`src/dsr_pkg.sv`:
```
// Shared constants and carrier types for the command spacing block
package dsr_pkg;

  // ----------------------------------------------------------------
  // Clock and spacing figures
  // ----------------------------------------------------------------
  localparam int CLK_PERIOD_PS          = 20000;
  localparam int ROW_PRECHARGE_TIME_PS  = 15000;
  localparam int WRITE_TO_READ_GAP      = 2;
  localparam int CLK_GATE_MIN_HOLD      = 3;
  localparam int POWERDOWN_EXIT_DELAY   = 2;
  // Round up: a least time never shrinks below its figure
  localparam int PRECHARGE_CYCLE_COUNT  =
    (ROW_PRECHARGE_TIME_PS + CLK_PERIOD_PS - 1) / CLK_PERIOD_PS;

  // ----------------------------------------------------------------
  // Mode configuration layout
  // ----------------------------------------------------------------
  localparam int MODE_WIDTH          = 14;
  localparam int MODE_STROBE_BIT     = 10;
  localparam int MODE_WR_LSB         = 11;
  localparam int MODE_WR_WIDTH       = 3;
  localparam logic [13:0] MODE_RESET = 14'h0000;
  localparam int CNT_WIDTH           = 5;

  typedef enum logic [3:0] {
    DSR_CMD_NOP,
    DSR_CMD_ACTIVATE,
    DSR_CMD_READ,
    DSR_CMD_WRITE,
    DSR_CMD_WRITE_AP,
    DSR_CMD_PRECHARGE,
    DSR_CMD_MODE_LOAD,
    DSR_CMD_PD_ENTER,
    DSR_CMD_PD_EXIT
  } dsr_cmd_code_t;

  typedef struct packed {
    logic                  valid;
    dsr_cmd_code_t         code;
    logic [MODE_WIDTH-1:0] addr;
  } dsr_cmd_t;

  typedef struct packed {
    logic accept;
    logic reject;
    logic wtr_err;
    logic cke_err;
    logic read_suspect;
    logic strobe_single;
  } dsr_status_t;

endpackage

```
`src/dsr_spacing.sv`:
```
// Device-side command spacing tracker: counts input clock edges between commands
//
// How it works
// - Nanosecond spacing rounds up to cycles
// - Accept command once cycle count elapses
// - Cycle parameters count actual clock edges
// - Activate allowed two cycles after exit
// - Mode bit ten set: single-ended strobe
// - Mode bit ten clear: differential strobe
`timescale 1ns/1ps
`default_nettype none

module dsr_spacing
  import dsr_pkg::*;
(
  input  wire logic        ref_clk,
  input  wire logic        rst_n,
  input  wire dsr_cmd_t    cmd_in,
  input  wire logic        cke_in,
  input  wire logic        wr_burst_end,
  input  wire logic        wr_window_err,
  output var  dsr_status_t status
);

  // ----------------------------------------------------------------
  // State
  // ----------------------------------------------------------------
  typedef struct packed {
    logic [MODE_WIDTH-1:0] mode_cfg;
    logic [CNT_WIDTH-1:0]  wtr_cnt;
    logic [CNT_WIDTH-1:0]  cke_cnt;
    logic [CNT_WIDTH-1:0]  xp_cnt;
    logic [CNT_WIDTH-1:0]  dal_cnt;
    logic                  dal_armed;
    logic                  cke_level;
    logic                  corrupt;
    logic                  burst_err;
    dsr_status_t           stat;
  } dsr_state_t;

  localparam logic [CNT_WIDTH-1:0] WTR_LOAD = CNT_WIDTH'(WRITE_TO_READ_GAP - 1);
  localparam logic [CNT_WIDTH-1:0] CKE_LOAD = CNT_WIDTH'(CLK_GATE_MIN_HOLD - 1);
  localparam logic [CNT_WIDTH-1:0] XP_LOAD  = CNT_WIDTH'(POWERDOWN_EXIT_DELAY - 1);
  localparam logic [CNT_WIDTH-1:0] RP_CYC   = CNT_WIDTH'(PRECHARGE_CYCLE_COUNT);

  dsr_state_t state_reg;
  dsr_state_t state_next;

  logic [MODE_WR_WIDTH-1:0] wr_recovery;
  logic                     blocked;
  logic                     is_read;
  logic                     is_act;

  assign wr_recovery = state_reg.mode_cfg[MODE_WR_LSB +: MODE_WR_WIDTH];
  assign is_read     = cmd_in.valid && (cmd_in.code == DSR_CMD_READ);
  assign is_act      = cmd_in.valid && (cmd_in.code == DSR_CMD_ACTIVATE);

  // ----------------------------------------------------------------
  // Next state
  // ----------------------------------------------------------------
  always_comb begin
    state_next = state_reg;
    state_next.stat.accept  = 1'b0;
    state_next.stat.reject  = 1'b0;
    state_next.stat.wtr_err = 1'b0;
    state_next.stat.cke_err = 1'b0;

    // Counters tick on every edge, never on elapsed time, so a jittery
    // short period still counts as a full cycle
    if (state_reg.wtr_cnt != '0) begin
      state_next.wtr_cnt = state_reg.wtr_cnt - 1'b1;
    end
    if (state_reg.xp_cnt != '0) begin
      state_next.xp_cnt = state_reg.xp_cnt - 1'b1;
    end
    if (state_reg.dal_cnt != '0) begin
      state_next.dal_cnt = state_reg.dal_cnt - 1'b1;
    end

    // Clock enable must stay put until three edges have sampled it
    if (cke_in != state_reg.cke_level) begin
      state_next.cke_level = cke_in;
      state_next.cke_cnt   = CKE_LOAD;
      if (state_reg.cke_cnt != '0) begin
        state_next.stat.cke_err = 1'b1;
      end
    end else if (state_reg.cke_cnt != '0) begin
      state_next.cke_cnt = state_reg.cke_cnt - 1'b1;
    end

    // Gap is measured from the burst's last data, not from the command
    if (wr_burst_end) begin
      state_next.wtr_cnt = WTR_LOAD;
      if (state_reg.dal_armed) begin
        state_next.dal_armed = 1'b0;
        // Recovery field plus rounded-up precharge cycles, less the
        // edge that closes this burst
        state_next.dal_cnt = CNT_WIDTH'(wr_recovery) + RP_CYC - 1'b1;
      end
    end

    // A bad beat anywhere in the burst marks its data; only a burst with
    // no bad beat at all heals earlier corruption
    if (wr_burst_end) begin
      state_next.corrupt   = wr_window_err || state_reg.burst_err;
      state_next.burst_err = 1'b0;
    end else if (wr_window_err) begin
      state_next.corrupt   = 1'b1;
      state_next.burst_err = 1'b1;
    end

    blocked = 1'b0;
    if (is_read && (state_reg.wtr_cnt != '0 || wr_burst_end)) begin
      blocked                 = 1'b1;
      state_next.stat.wtr_err = 1'b1;
    end
    if (is_act && (state_reg.xp_cnt != '0 || state_reg.dal_cnt != '0 || state_reg.dal_armed)) begin
      blocked = 1'b1;
    end

    if (cmd_in.valid && cmd_in.code != DSR_CMD_NOP) begin
      // Once the count has run out the command is taken, whatever the
      // actual elapsed time was
      state_next.stat.accept = !blocked;
      state_next.stat.reject = blocked;
      if (!blocked) begin
        unique case (cmd_in.code)
          DSR_CMD_MODE_LOAD: begin
            state_next.mode_cfg = cmd_in.addr;
          end
          DSR_CMD_PD_EXIT: begin
            state_next.xp_cnt = XP_LOAD;
          end
          DSR_CMD_WRITE_AP: begin
            state_next.dal_armed = 1'b1;
          end
          DSR_CMD_READ: begin
            state_next.stat.read_suspect = state_reg.corrupt;
          end
          default: begin
          end
        endcase
      end
    end

    state_next.stat.strobe_single = state_next.mode_cfg[MODE_STROBE_BIT];
  end

  // ----------------------------------------------------------------
  // Registers
  // ----------------------------------------------------------------
  always_ff @(posedge ref_clk) begin
    if (!rst_n) begin
      state_reg          <= '0;
      state_reg.mode_cfg <= MODE_RESET;
    end else begin
      state_reg <= state_next;
    end
  end

  assign status = state_reg.stat;

endmodule

`default_nettype wire

```
`config.mk`:
```
export PLATFORM = sky130hd
export DESIGN_NAME = dsr_spacing
export DESIGN_NICKNAME = d
export VERILOG_FILES = /design/src/dsr_pkg.sv /design/src/dsr_spacing.sv
export SDC_FILE = /design/constraint.sdc
export NUM_CORES = 1
export LEC_CHECK = 0
export BUFFER_PORTS_ARGS = -buffer_cell sky130_fd_sc_hd__buf_2
export CORE_UTILIZATION = 58
export CTS_CLUSTER_SIZE = 20
export DETAILED_ROUTE_END_ITERATION = 10
export GPL_ROUTABILITY_DRIVEN = 0
export PLACE_DENSITY = 0.82
export SLEW_MARGIN = 20
export SYNTH_ARGS = -nofsm -noshare
export SYNTH_HDL_FRONTEND = slang
export SYNTH_SLANG_ARGS = --single-unit
```
`constraint.sdc`:
```
create_clock -name ref_clk -period 3.6 [get_ports ref_clk]
set_input_delay 0.72 -clock ref_clk [delete_from_list [all_inputs] [get_ports ref_clk]]
set_output_delay 0.72 -clock ref_clk [all_outputs]
set_load 0.02 [all_outputs]
```
# After elaboration in Yosys (flattened, before gate mapping)
# Index checks and enable logic that the tools add are counted.
[classes]
add_sub_neg = 6
n_eq_ne = 6
n_mux = 19
bitwise_logic = 2
reduce_logical = 24
[op_table]
columns = ["cell", "count"]
rows = [
  ["two-way mux 5 bit", 5],
  ["nonzero test 5 bit", 4],
  ["subtractor 5 x 1 -> 5 bit (second input constant)", 4],
  ["two-way mux 6 bit", 2],
  ["equality test 4 x 3 -> 1 bit (second input constant)", 2],
  ["two-way mux 1 bit", 8],
  ["two-way mux 2 bit", 4],
  ["AND reduction 3 bit", 2],
  ["nonzero test 2 bit", 3],
  ["logical AND 1 bit", 5],
  ["subtractor 4 x 1 -> 5 bit (second input constant)", 1],
  ["adder 3 x 1 -> 4 bit (second input constant)", 1],
  ["equality test 4 x 1 -> 1 bit (second input constant)", 1],
  ["equality test 4 x 2 -> 1 bit (second input constant)", 1],
  ["equality test 4 bit (second input constant)", 1],
  ["logical OR 1 bit", 4],
  ["AND reduction 2 bit", 2],
  ["nonzero test 4 bit", 1],
  ["OR reduction 2 bit", 2],
  ["inverter 1 bit", 2],
  ["zero test 1 bit", 1],
  ["inequality test 1 bit", 1],
]
[totals]
ff_bits = 43
in_bits = 24

# Longest topological paths before layout
# Gate-level depths: netlist (run 1).
[depth]
word_depth = 7
ltp_mapped = 6
mapped_depth_nobuf = 5

# Worst setup path after synthesis (run 1)
# OpenSTA, ideal clock, no wires.
[synth_path]
path_type = "input to register"
startpoint = "in cmd_in[17] (netlist bit)"
endpoint = "reg state_reg (netlist bit status[5])"
setup_ns = 0.116
t_arrival_ns = 1.629
setup_slack_ns = 1.856
cell_stages = 3
n_path_buf = 0
path_cell_list = "or3b_1 > a311o_1 > and3b_1"
[synth_via]
elab_chain_cells = 6
word_cells_on_any_way = 12
cone_classes = "eq/ne (2); mux (2); reduce/logical (8)"
[synth_lines]
columns = ["element", "line_no", "text"]
rows = [
  ["from (decl)", "dsr_spacing.sv:18", "input wire dsr_cmd_t cmd_in,"],
  ["equality test 4 x 2 -> 1 bit", "dsr_spacing.sv:55", "assign is_read = cmd_in.valid && (cmd_in.code == DSR_CMD_READ);"],
  ["logical AND 1 bit", "dsr_spacing.sv:55", ""],
  ["logical AND 1 bit", "dsr_spacing.sv:113", "if (is_read && (state_reg.wtr_cnt != '0 || wr_burst_end)) begin"],
  ["two-way mux 1 bit", "dsr_spacing.sv:113", ""],
  ["two-way mux 1 bit", "dsr_spacing.sv:117", "if (is_act && (state_reg.xp_cnt != '0 || state_reg.dal_cnt != '0 || state_reg.dal_armed)) begin"],
  ["zero test 1 bit", "-", ""],
  ["to (signal assigned)", "dsr_spacing.sv:157", "state_reg <= state_next;"],
  ["to (decl)", "dsr_spacing.sv:46", "dsr_state_t state_reg;"],
]
# Several ways; a longest one is shown, not always the timed one.
# A chain may end at the register's enable or synchronous reset.

# Worst setup path after layout (run 1)
[layout_path]
startpoint = "reg state_reg[25] (netlist bit)"
endpoint = "reg state_reg (netlist bit status[1])"
[layout_via]
elab_chain_cells = 7
[layout_lines]
columns = ["element", "line_no"]
rows = [
  ["nonzero test 5 bit", "dsr_spacing.sv:113"],
  ["logical OR 1 bit", "dsr_spacing.sv:113"],
  ["logical AND 1 bit", "dsr_spacing.sv:113"],
  ["two-way mux 1 bit", "dsr_spacing.sv:113"],
  ["two-way mux 1 bit", "dsr_spacing.sv:117"],
  ["inverter 1 bit (no line)", "-"],
  ["AND reduction 3 bit (no line)", "-"],
]
# No other way between the ends.

==> results of run 1 <==
[final cells by class]
type                            instances  area [sq um]
Timing Repair Buffer                   19          95.1
Multi-Input combinational cell        111           802
Tap cell                               30          37.5
Inverter                               11          41.3
Fill cell                             213           801
Clock buffer                            7          55.1
Sequential cell                        33           661
Clock inverter                          1          30.0
[cells by family (layout without fill, tap and decap cells)]
family	count (synthesis)	after routing	synth area share [%]
AND/OR/NAND/NOR	60	60	23.4
flip-flops	33	33	41.9
AO/OA/AOI/OAI	28	28	12.9
buffers and inverters	21	38	7.15
XOR/XNOR	14	14	7.78
adder cells (fa/ha/maj)	6	6	4.77
multiplexers	3	3	2.07
[power by group]
group	switching (uW)	total, uW	leakage [uW]	internal (uW)
registers	52.5	482	0.000271	430
logic	210	428	0.000365	217
clock network	127	292	0.0000455	166
total	389	1200	0.000681	813
[layer usage]
metal | up-vias | part of all wire [%] | global-route usage (%)
li1 | 599 | - | -
met1 | 554 | 43 | 24.3
met2 | 19 | 51 | 39.7
met3 | 9 | 3.6 | 6.50
met4 | 0 | 2.5 | 15.4
met5 | - | 0 | 0
[synth_stat cells, drive strengths merged]
| cell | instances |
|---|---|
| dfxtp | 33 |
| o22ai | 1 |
| nand2b | 3 |
| nor4 | 2 |
| o31ai | 1 |
| mux2 | 2 |
| or2b | 2 |
| and2 | 2 |
| o211ai | 1 |
| and3 | 2 |
| or3b | 1 |
| o21a | 4 |
| nor3b | 2 |
| a21oi | 3 |
| a311o | 1 |
| o32ai | 1 |
| nor2b | 2 |
| nor2 | 14 |
| nand3 | 7 |
| a31oi | 1 |
| or2 | 1 |
| or4 | 1 |
| mux2i | 1 |
| nor4b | 2 |
| and3b | 2 |
| o21ai | 5 |
| o41ai | 1 |
| buf | 8 |
| ha | 6 |
| nand3b | 1 |
| nand2 | 8 |
| nor3 | 6 |
| a21boi | 5 |
| o2111ai | 1 |
| a211oi | 3 |
| xnor2 | 14 |
| or4b | 2 |
| inv | 11 |
| clkbuf | 2 |
[per-stage QoR]
stage	hold slack [ns]	util, %	total power, uW	instance area, sq um
after global placement	0.444	64.9	881	1640
after CTS	0.463	68.3	1210	1720
after floorplan	0.433	-	841	1580
final	0.466	68.3	1200	1720
after global routing	0.489	68.3	1270	1720
after detailed placement	0.459	64.9	909	1640
[how the worst max path moves through the flow]
stage	slack, ns	startpoint	end	cells after the start
after floorplan	1.86	cmd_in[17]	status[5]	3
after CTS	1.95	state_reg[25]	status[1]	5
final	1.95	state_reg[25]	status[1]	5
after detailed placement	1.67	cmd_in[17]	status[5]	4
after global placement	1.70	cmd_in[17]	status[5]	4
after global routing	1.83	state_reg[10]	status[5]	5
[worst reg2reg max path, stage by stage (launching register included)]
cell and delay (ns):
dfxtp_1 0.34, inv_1 0.11, ha_1 0.16, or4b_4 0.52, nor4_4 0.26, mux2i_1 0.20
[cells in the final DEF, fill, tap and decap left out, types with 2 or more instances in the layout]
master and n:
clkbuf_4 5, nor4b_2 2, a21oi_1 3, and2_1 2, nand3_1 7, nor3_1 6
nand2_1 8, and3b_1 2, mux2_2 2, nand2b_1 3, dfxtp_1 33, nor3b_1 2
o21a_1 4, ha_1 6, inv_1 11, xnor2_1 14, nor2_1 14, nor2b_1 2
a21boi_0 4, a211oi_1 3, or4b_4 2, and3_1 2, o21ai_0 5, buf_2 19
==> impl_metrics.ini, run 1 <==
[route]
avgViaCountPerCell = 5.57
ant_nets = 0
wl_per_cell_um = 13.5
drc = 0
dr.pass1.iters = 5
vias = 1181
routed_wirelength_um = 2860
drt_iter0_markers = 19

[critical_path]
required_ns = 3.88
r2r_cells = 5
startpoint_type = register
critPathSlowestCell = or4b_4
critical_path_class = reg -> reg
rrSetupSlack_ns = 1.95
crit_arrival_ns = 1.93
cp-end-kind = register
cp_top_family = simple AND/OR/NAND/NOR gates
path_cells = inv_1, ha_1, or4b_4, nor4_4, mux2i_1
cpPeakStageDelay_ns = 0.52
crit_path_max_fanout = 6
timing.rr.end = status[1]
cp_num_buf_inv = 1
worstReg2RegStart = state_reg[25]

[status]
outcome = finished, final reports clean

[die]
start_util_pct = 62.5
die_h_um = 54.1
ioPinCount = 30
row_count = 18
coreArea_sq_um = 2520
dieArea_sq_um = 2930
die_w_um = 54.1

[sta]
worstMarginPinSlew_ns = 0.733
skew_ns = 0.00586
slew_violations = 0
period_share_pct = 45.8
fin_ws_ns = 1.95
slew_headroom_pct = 50.5
final-setup-viol-count = 0
timing_hold_violations_final = 0
finalCriticalPeriod_ns = 1.65
rsz0062_at_grt = false
setup_tns_ns = 0
fmax_mhz = 606

[finish]
stdcell_count = 212
antenna_cells = 0
nNetsFinal = 211
drive_above_1_share_pct = 20.3
area_growth_pct = 9.29
largest_reg_flops = 28

[power_and_ir_drop]
powerDensity_nw_per_um2 = 698
leakage_uw = 0.000681
peakVddDrop_mv = 0.574

[clock_tree]
clock_sinks = 33
h-tree-depth = 2
cts_tree = done
cts.clk_slew.worst_paths_ns = 0.10
cts_buffers = 5
clk_latency_ns = 0.34
post_cts_buffers = 0
hold_buffers = 0
clk_path_buf_depth = 2
root_buffer = clkbuf_4
cts_resized = 0

[place]
port_buffers = 19
dp_cells = 204
dp_slack_ns = 1.67
hpwl_um = 2040

[hold_path]
min_to = status[1]
worstHoldStart = state_reg[7]
holdPathStages = 2
hold_path_class = reg -> reg

[synth]
synthCells = 165
ys_top_cells_by_area = dfxtp_1 (42%), xnor2_1 (7.8%), ha_1 (4.8%)
netlist_area_sq_um = 1580
yosysTopAreaCell = dfxtp_1
synth_top_area_share_pct = 41.9
ys_seq_area_share_pct = 41.9
ys_types = 43
synthesis.nets = 195
avgSynthCellArea_sq_um = 9.55
yosysWarnings = 0
synth-seq-cells = 33

[grt]
grt_usage_pct = 23.1
grt_max_degree = 24
grt_overflow = 0
grt_pass1_wl_um = 4690
antenna_found_initial = 0
grt_pass1_vias = 1142

[run]
max_cap_violations = 0
Power figures use the tool's default switching activity.
==> run 2, diff against run 1 <==
CORE_UTILIZATION = 49   (was 58)
PLACE_DENSITY = 0.74   (was 0.82)
clock period = 1.4 ns   (was 3.6 ns; I/O delays follow)
==> run 2 against run 1 <==
The flow now finishes with violations (negative setup slack). Combinational power increased to 4.4 times the previous value. Via count grew 9.8%. Sequential power rose to 2.6 times the previous value. Cell area up 24%. Power grew to 3.2 times the previous value. Critical path type unchanged. Largest power group is now combinational logic.
==> impl_metrics.ini, run 2 (synthesis results as in run 1) <==
[status]
outcome = finished with violations
violations = negative setup slack

[finish]
area_growth_pct = 35.1
nNetsFinal = 244
final_cell_mix = buf_4 (30), dfxtp_1 (27), buf_2 (19), xnor2_1 (13), nor2_1 (11)
nFillCells = 256
largest_reg_flops = 28
final_common_cell = buf_4
drive_above_1_share_pct = 43.3
antenna_cells = 0
fin_area_sq_um = 2130

[route]
met2WireLength_um = 1710
top_layer_used = met4
dr.pass1.iters = 4
drt_iter0_markers = 26
ant_nets = 0
wl_per_cell_um = 12.5
routed_wirelength_um = 3240
vias = 1297
avgViaCountPerCell = 5.01
drc = 0
dr_wl_met3_um = 95
wl_met1_um = 1390

[place]
post_dp_cell_area_sq_um = 1860
hpwl_um = 2400
port_buffers = 19

[power_and_ir_drop]
leakage_uw = 0.000875
powerDensity_nw_per_um2 = 1820
peakVddDrop_mv = 1.08

[grt]
grt_usage_pct = 22.0
antenna_found_initial = 0
grt_pass1_wl_um = 5520
grt_overflow = 0
grt_max_degree = 16
grt_pass1_vias = 1265

[sta]
finalCriticalPeriod_ns = 1.50
period_share_pct = 107
skew_ns = 0.00759
slew_headroom_pct = 64.9
holdWs_ns = 0.166
worstMarginPinSlew_ns = 0.523
fin_ws_ns = -0.0992
slew_violations = 0
rsz0062_at_grt = true
final-setup-viol-count = 9
timing_hold_violations_final = 0
fmax_mhz = 667

[clock_tree]
cts.clk_slew.worst_paths_ns = 0.09
h-tree-depth = 2
clk_latency_ns = 0.34
cts_buffers = 5
cts_tree = done
clock_sinks = 33
hold_buffers = 0
root_buffer = clkbuf_4
clk_path_buf_depth = 2

[run]
max_cap_violations = 0

[die]
die_w_um = 58.7
coreArea_sq_um = 3050
dieArea_sq_um = 3450
start_util_pct = 51.6
row_count = 20
ioPinCount = 30
die_h_um = 58.7

[critical_path]
crit_path_max_fanout = 6
crit_arrival_ns = 1.78
critical_path_class = reg -> reg
required_ns = 1.68
startpoint_type = register
cp-end-kind = register

[hold_path]
hold_path_class = in -> reg
run 2: routing by layer:
metal,global-route usage [%],vias to the layer above
met4,8.16,0
met2,39.9,15
met3,6.81,7
met1,24.1,607
met5,0,-
li1,-,668
run 2: worst max-delay path, cell delays in order, from the launching register on:
cell and delay (ns):
dfxtp_2 0.33, inv_2 0.07, ha_4 0.13, or4b_4 0.52
o2111ai_4 0.22, and3b_1 0.18
run 2: timing repair:
item	CTS	global route
resized for setup	14	17
endpoints found under the setup margin	14	19
setup buffers	3	4
pin swaps	8	9
hold endpoints to repair	0	0
run 2: worst paths after layout:
path	startpoint	end	slack (ns)	cells past startpoint
hold / removal	wr_window_err	state_reg[6]	0.17	3
setup / recovery	state_reg[25]	status[5]	-0.1	5
hold reg to reg	status[1]	status[1]	0.47	2
setup reg to reg	state_reg[25]	status[5]	-0.1	5
run 2: final cells by class:
class	instances	area, sq um	area share (%)
clock buffers	7	55.1	2.59
clock inverters	1	30.0	1.41
inverters	11	41.3	1.94
multi-input cells	111	916	43.0
flip-flops and latches	33	668	31.4
well taps	44	55.1	2.59
repair buffers	52	363	17.0
run 2: power by group:
part           internal (uW)  switching, uW  total [uW]
Sequential              1110            144        1260
Clock                    426            323         750
Combinational           1110            760        1870
Total                   2660           1230        3880
run 2: stage by stage:
stage          worst slack, ns  util (%)  cells  setup TNS, ns  power, uW
2_1_floorplan          -0.0794         -    165         -0.332       2170
3_5_place_dp            -0.110      61.0    244         -0.645       2740
4_1_cts                 -0.115      66.3    255         -0.552       3640
3_3_place_gp           -0.0704      61.0    244         -0.267       2640
6_report               -0.0992      69.7    259         -0.544       3880
5_1_grt                 -0.149      69.7    259          -1.09       4130
==> run 3, diff against run 2 <==
SETUP_SLACK_MARGIN = 0.5   (was default)
==> run 3 against run 2 <==
The flow still finishes with violations (negative setup slack). Via count increased by 6.5%. Non-clock buffer count up 5. Sequential cell count unchanged. First-iteration DRC count up 46%. Cell area up 8.8%. Clock-buffer cell count decreased by 2. Global-route usage increased by 1.3 points. Worst hold slack got worse by 0.016 ns. Critical path depth is the same.
==> impl_metrics.ini, run 3 (synthesis results as in run 1) <==
[sta]
fin_ws_ns = -0.159
fmax_mhz = 641
rsz0062_at_grt = true
worstMarginPinSlew_ns = 0.511
setup_tns_ns = -1.28
finalCriticalPeriod_ns = 1.56
period_share_pct = 111
slew_headroom_pct = 65.7
final-setup-viol-count = 15
timing_hold_violations_final = 0
slew_violations = 0
skew_ns = 0.0118

[critical_path]
rrSetupSlack_ns = -0.16
crit_path_max_fanout = 3
startpoint_type = register
critPathSlowestCell = or4b_4
path_cells = inv_2, ha_4, or4b_4, mux2_4, a21boi_2
cpPeakStageDelay_ns = 0.50
cp-end-kind = register
crit_start = state_reg[20]
cp_num_buf_inv = 1
timing.rr.end = state_reg[21]
r2r_cells = 5
cp_num_cells = 5
crit_end = state_reg[21]
cp_top_family = simple AND/OR/NAND/NOR gates
critical_path_class = reg -> reg
worstReg2RegStart = state_reg[20]
crit_arrival_ns = 1.86
required_ns = 1.70

[status]
outcome = finished with violations
violations = negative setup slack

[clock_tree]
cts_tree = done
cts.clk_slew.worst_paths_ns = 0.11
cts_buffers = 5
clk_path_buf_depth = 2
h-tree-depth = 2
clock_sinks = 33
clk_latency_ns = 0.35
root_buffer = clkbuf_4

[route]
drt_iter0_markers = 38
dr.pass1.iters = 4
avgViaCountPerCell = 5.23
vias = 1381
wl_per_cell_um = 14.3
ant_nets = 0
routed_wirelength_um = 3780
drc = 0

[power_and_ir_drop]
powerDensity_nw_per_um2 = 1760
p_sw_uw = 1470
seq_power_share_pct = 32.0
p_clk_share_pct = 13.3
leakage_uw = 0.000939
intPower_uw = 2610
p_comb_share_pct = 54.8
p_total_uw = 4080
swShare_pct = 36.0
peakVddDrop_mv = 1.42

[grt]
antenna_found_initial = 0
grt_max_degree = 16
grt_pass1_vias = 1342
grt_usage_pct = 23.3
grt_overflow = 0
grt_pass1_wl_um = 5930

[die]
start_util_pct = 51.6
ioPinCount = 30
row_count = 20
dieArea_sq_um = 3450
die_h_um = 58.7
die_w_um = 58.7
coreArea_sq_um = 3050

[place]
dp_slack_ns = -0.133
dp_cells = 237
port_buffers = 19
hpwl_um = 2310

[finish]
area_growth_pct = 47.0
stdcell_count = 264
final_cell_mix = buf_4 (32), dfxtp_1 (20), nor2_1 (13), buf_2 (13), dfxtp_2 (13)
nNetsFinal = 249
largest_reg_flops = 28
antenna_cells = 0
register_area_sq_um = 677
nFillCells = 201
final_common_cell = buf_4
multi_input_area_sq_um = 1040
drive_above_1_share_pct = 55.9

[run]
max_cap_violations = 0

[hold_path]
hold_path_class = in -> reg
[run 3: cell type report]
class                   count  share of cell area [%]
clock buffers               5                    1.62
inverters                  11                    1.89
well taps                  44                    2.38
repair buffers             57                    19.0
multi-input cells         111                    45.1
clock inverters             3                   0.756
flip-flops and latches     33                    29.2
[run 3: worst min-delay path by stage]
stage                  startpoint             to  slack [ns]  cells past startpoint
floorplan           wr_window_err   state_reg[6]        0.40                      2
global placement     state_reg[7]      status[1]        0.45                      2
detailed placement  state_reg[41]  state_reg[10]        0.46                      2
CTS                        cke_in   state_reg[8]        0.14                      2
global route               cke_in   state_reg[8]        0.15                      2
finish                     cke_in   state_reg[8]        0.15                      2
[run 3: stage by stage]
stage               hold slack, ns  area (sq um)  util (%)
CTS                          0.143          2180      71.5
global route                 0.146          2320      75.9
global placement             0.451          1870      61.4
finish                       0.151          2320      75.9
floorplan                    0.396          1660         -
detailed placement           0.465          1870      61.4
[run 3: worst register-to-register path, cell delays in order (launching register included)]
cell and delay, ns:
dfxtp_2 0.35, inv_2 0.08, ha_4 0.13, or4b_4 0.50, mux2_4 0.33, a21boi_2 0.13
[run 3: routing by layer]
layer / GRT usage, % / wire [um]
met1: 26.7 / 1570
met5: 0 / 0
met4: 13.3 / 85
met2: 39.9 / 2000
met3: 5.27 / 127
[run 3: power groups by stage]
stage	combinational, uW	clock, uW	sequential (uW)
finish	2230	542	1300
CTS	1780	549	1290
global placement	1290	0	1280
detailed placement	1360	0	1290
floorplan	1050	0	1270
global route	2410	597	1320
[run 3: repair_timing]
item                                    CTS  global route
hold buffers                              0             0
pin swaps                                21            12
gates resized for setup                  46            16
setup buffers                            11             8
endpoints found under the setup margin   30            32
cloned                                    0             0
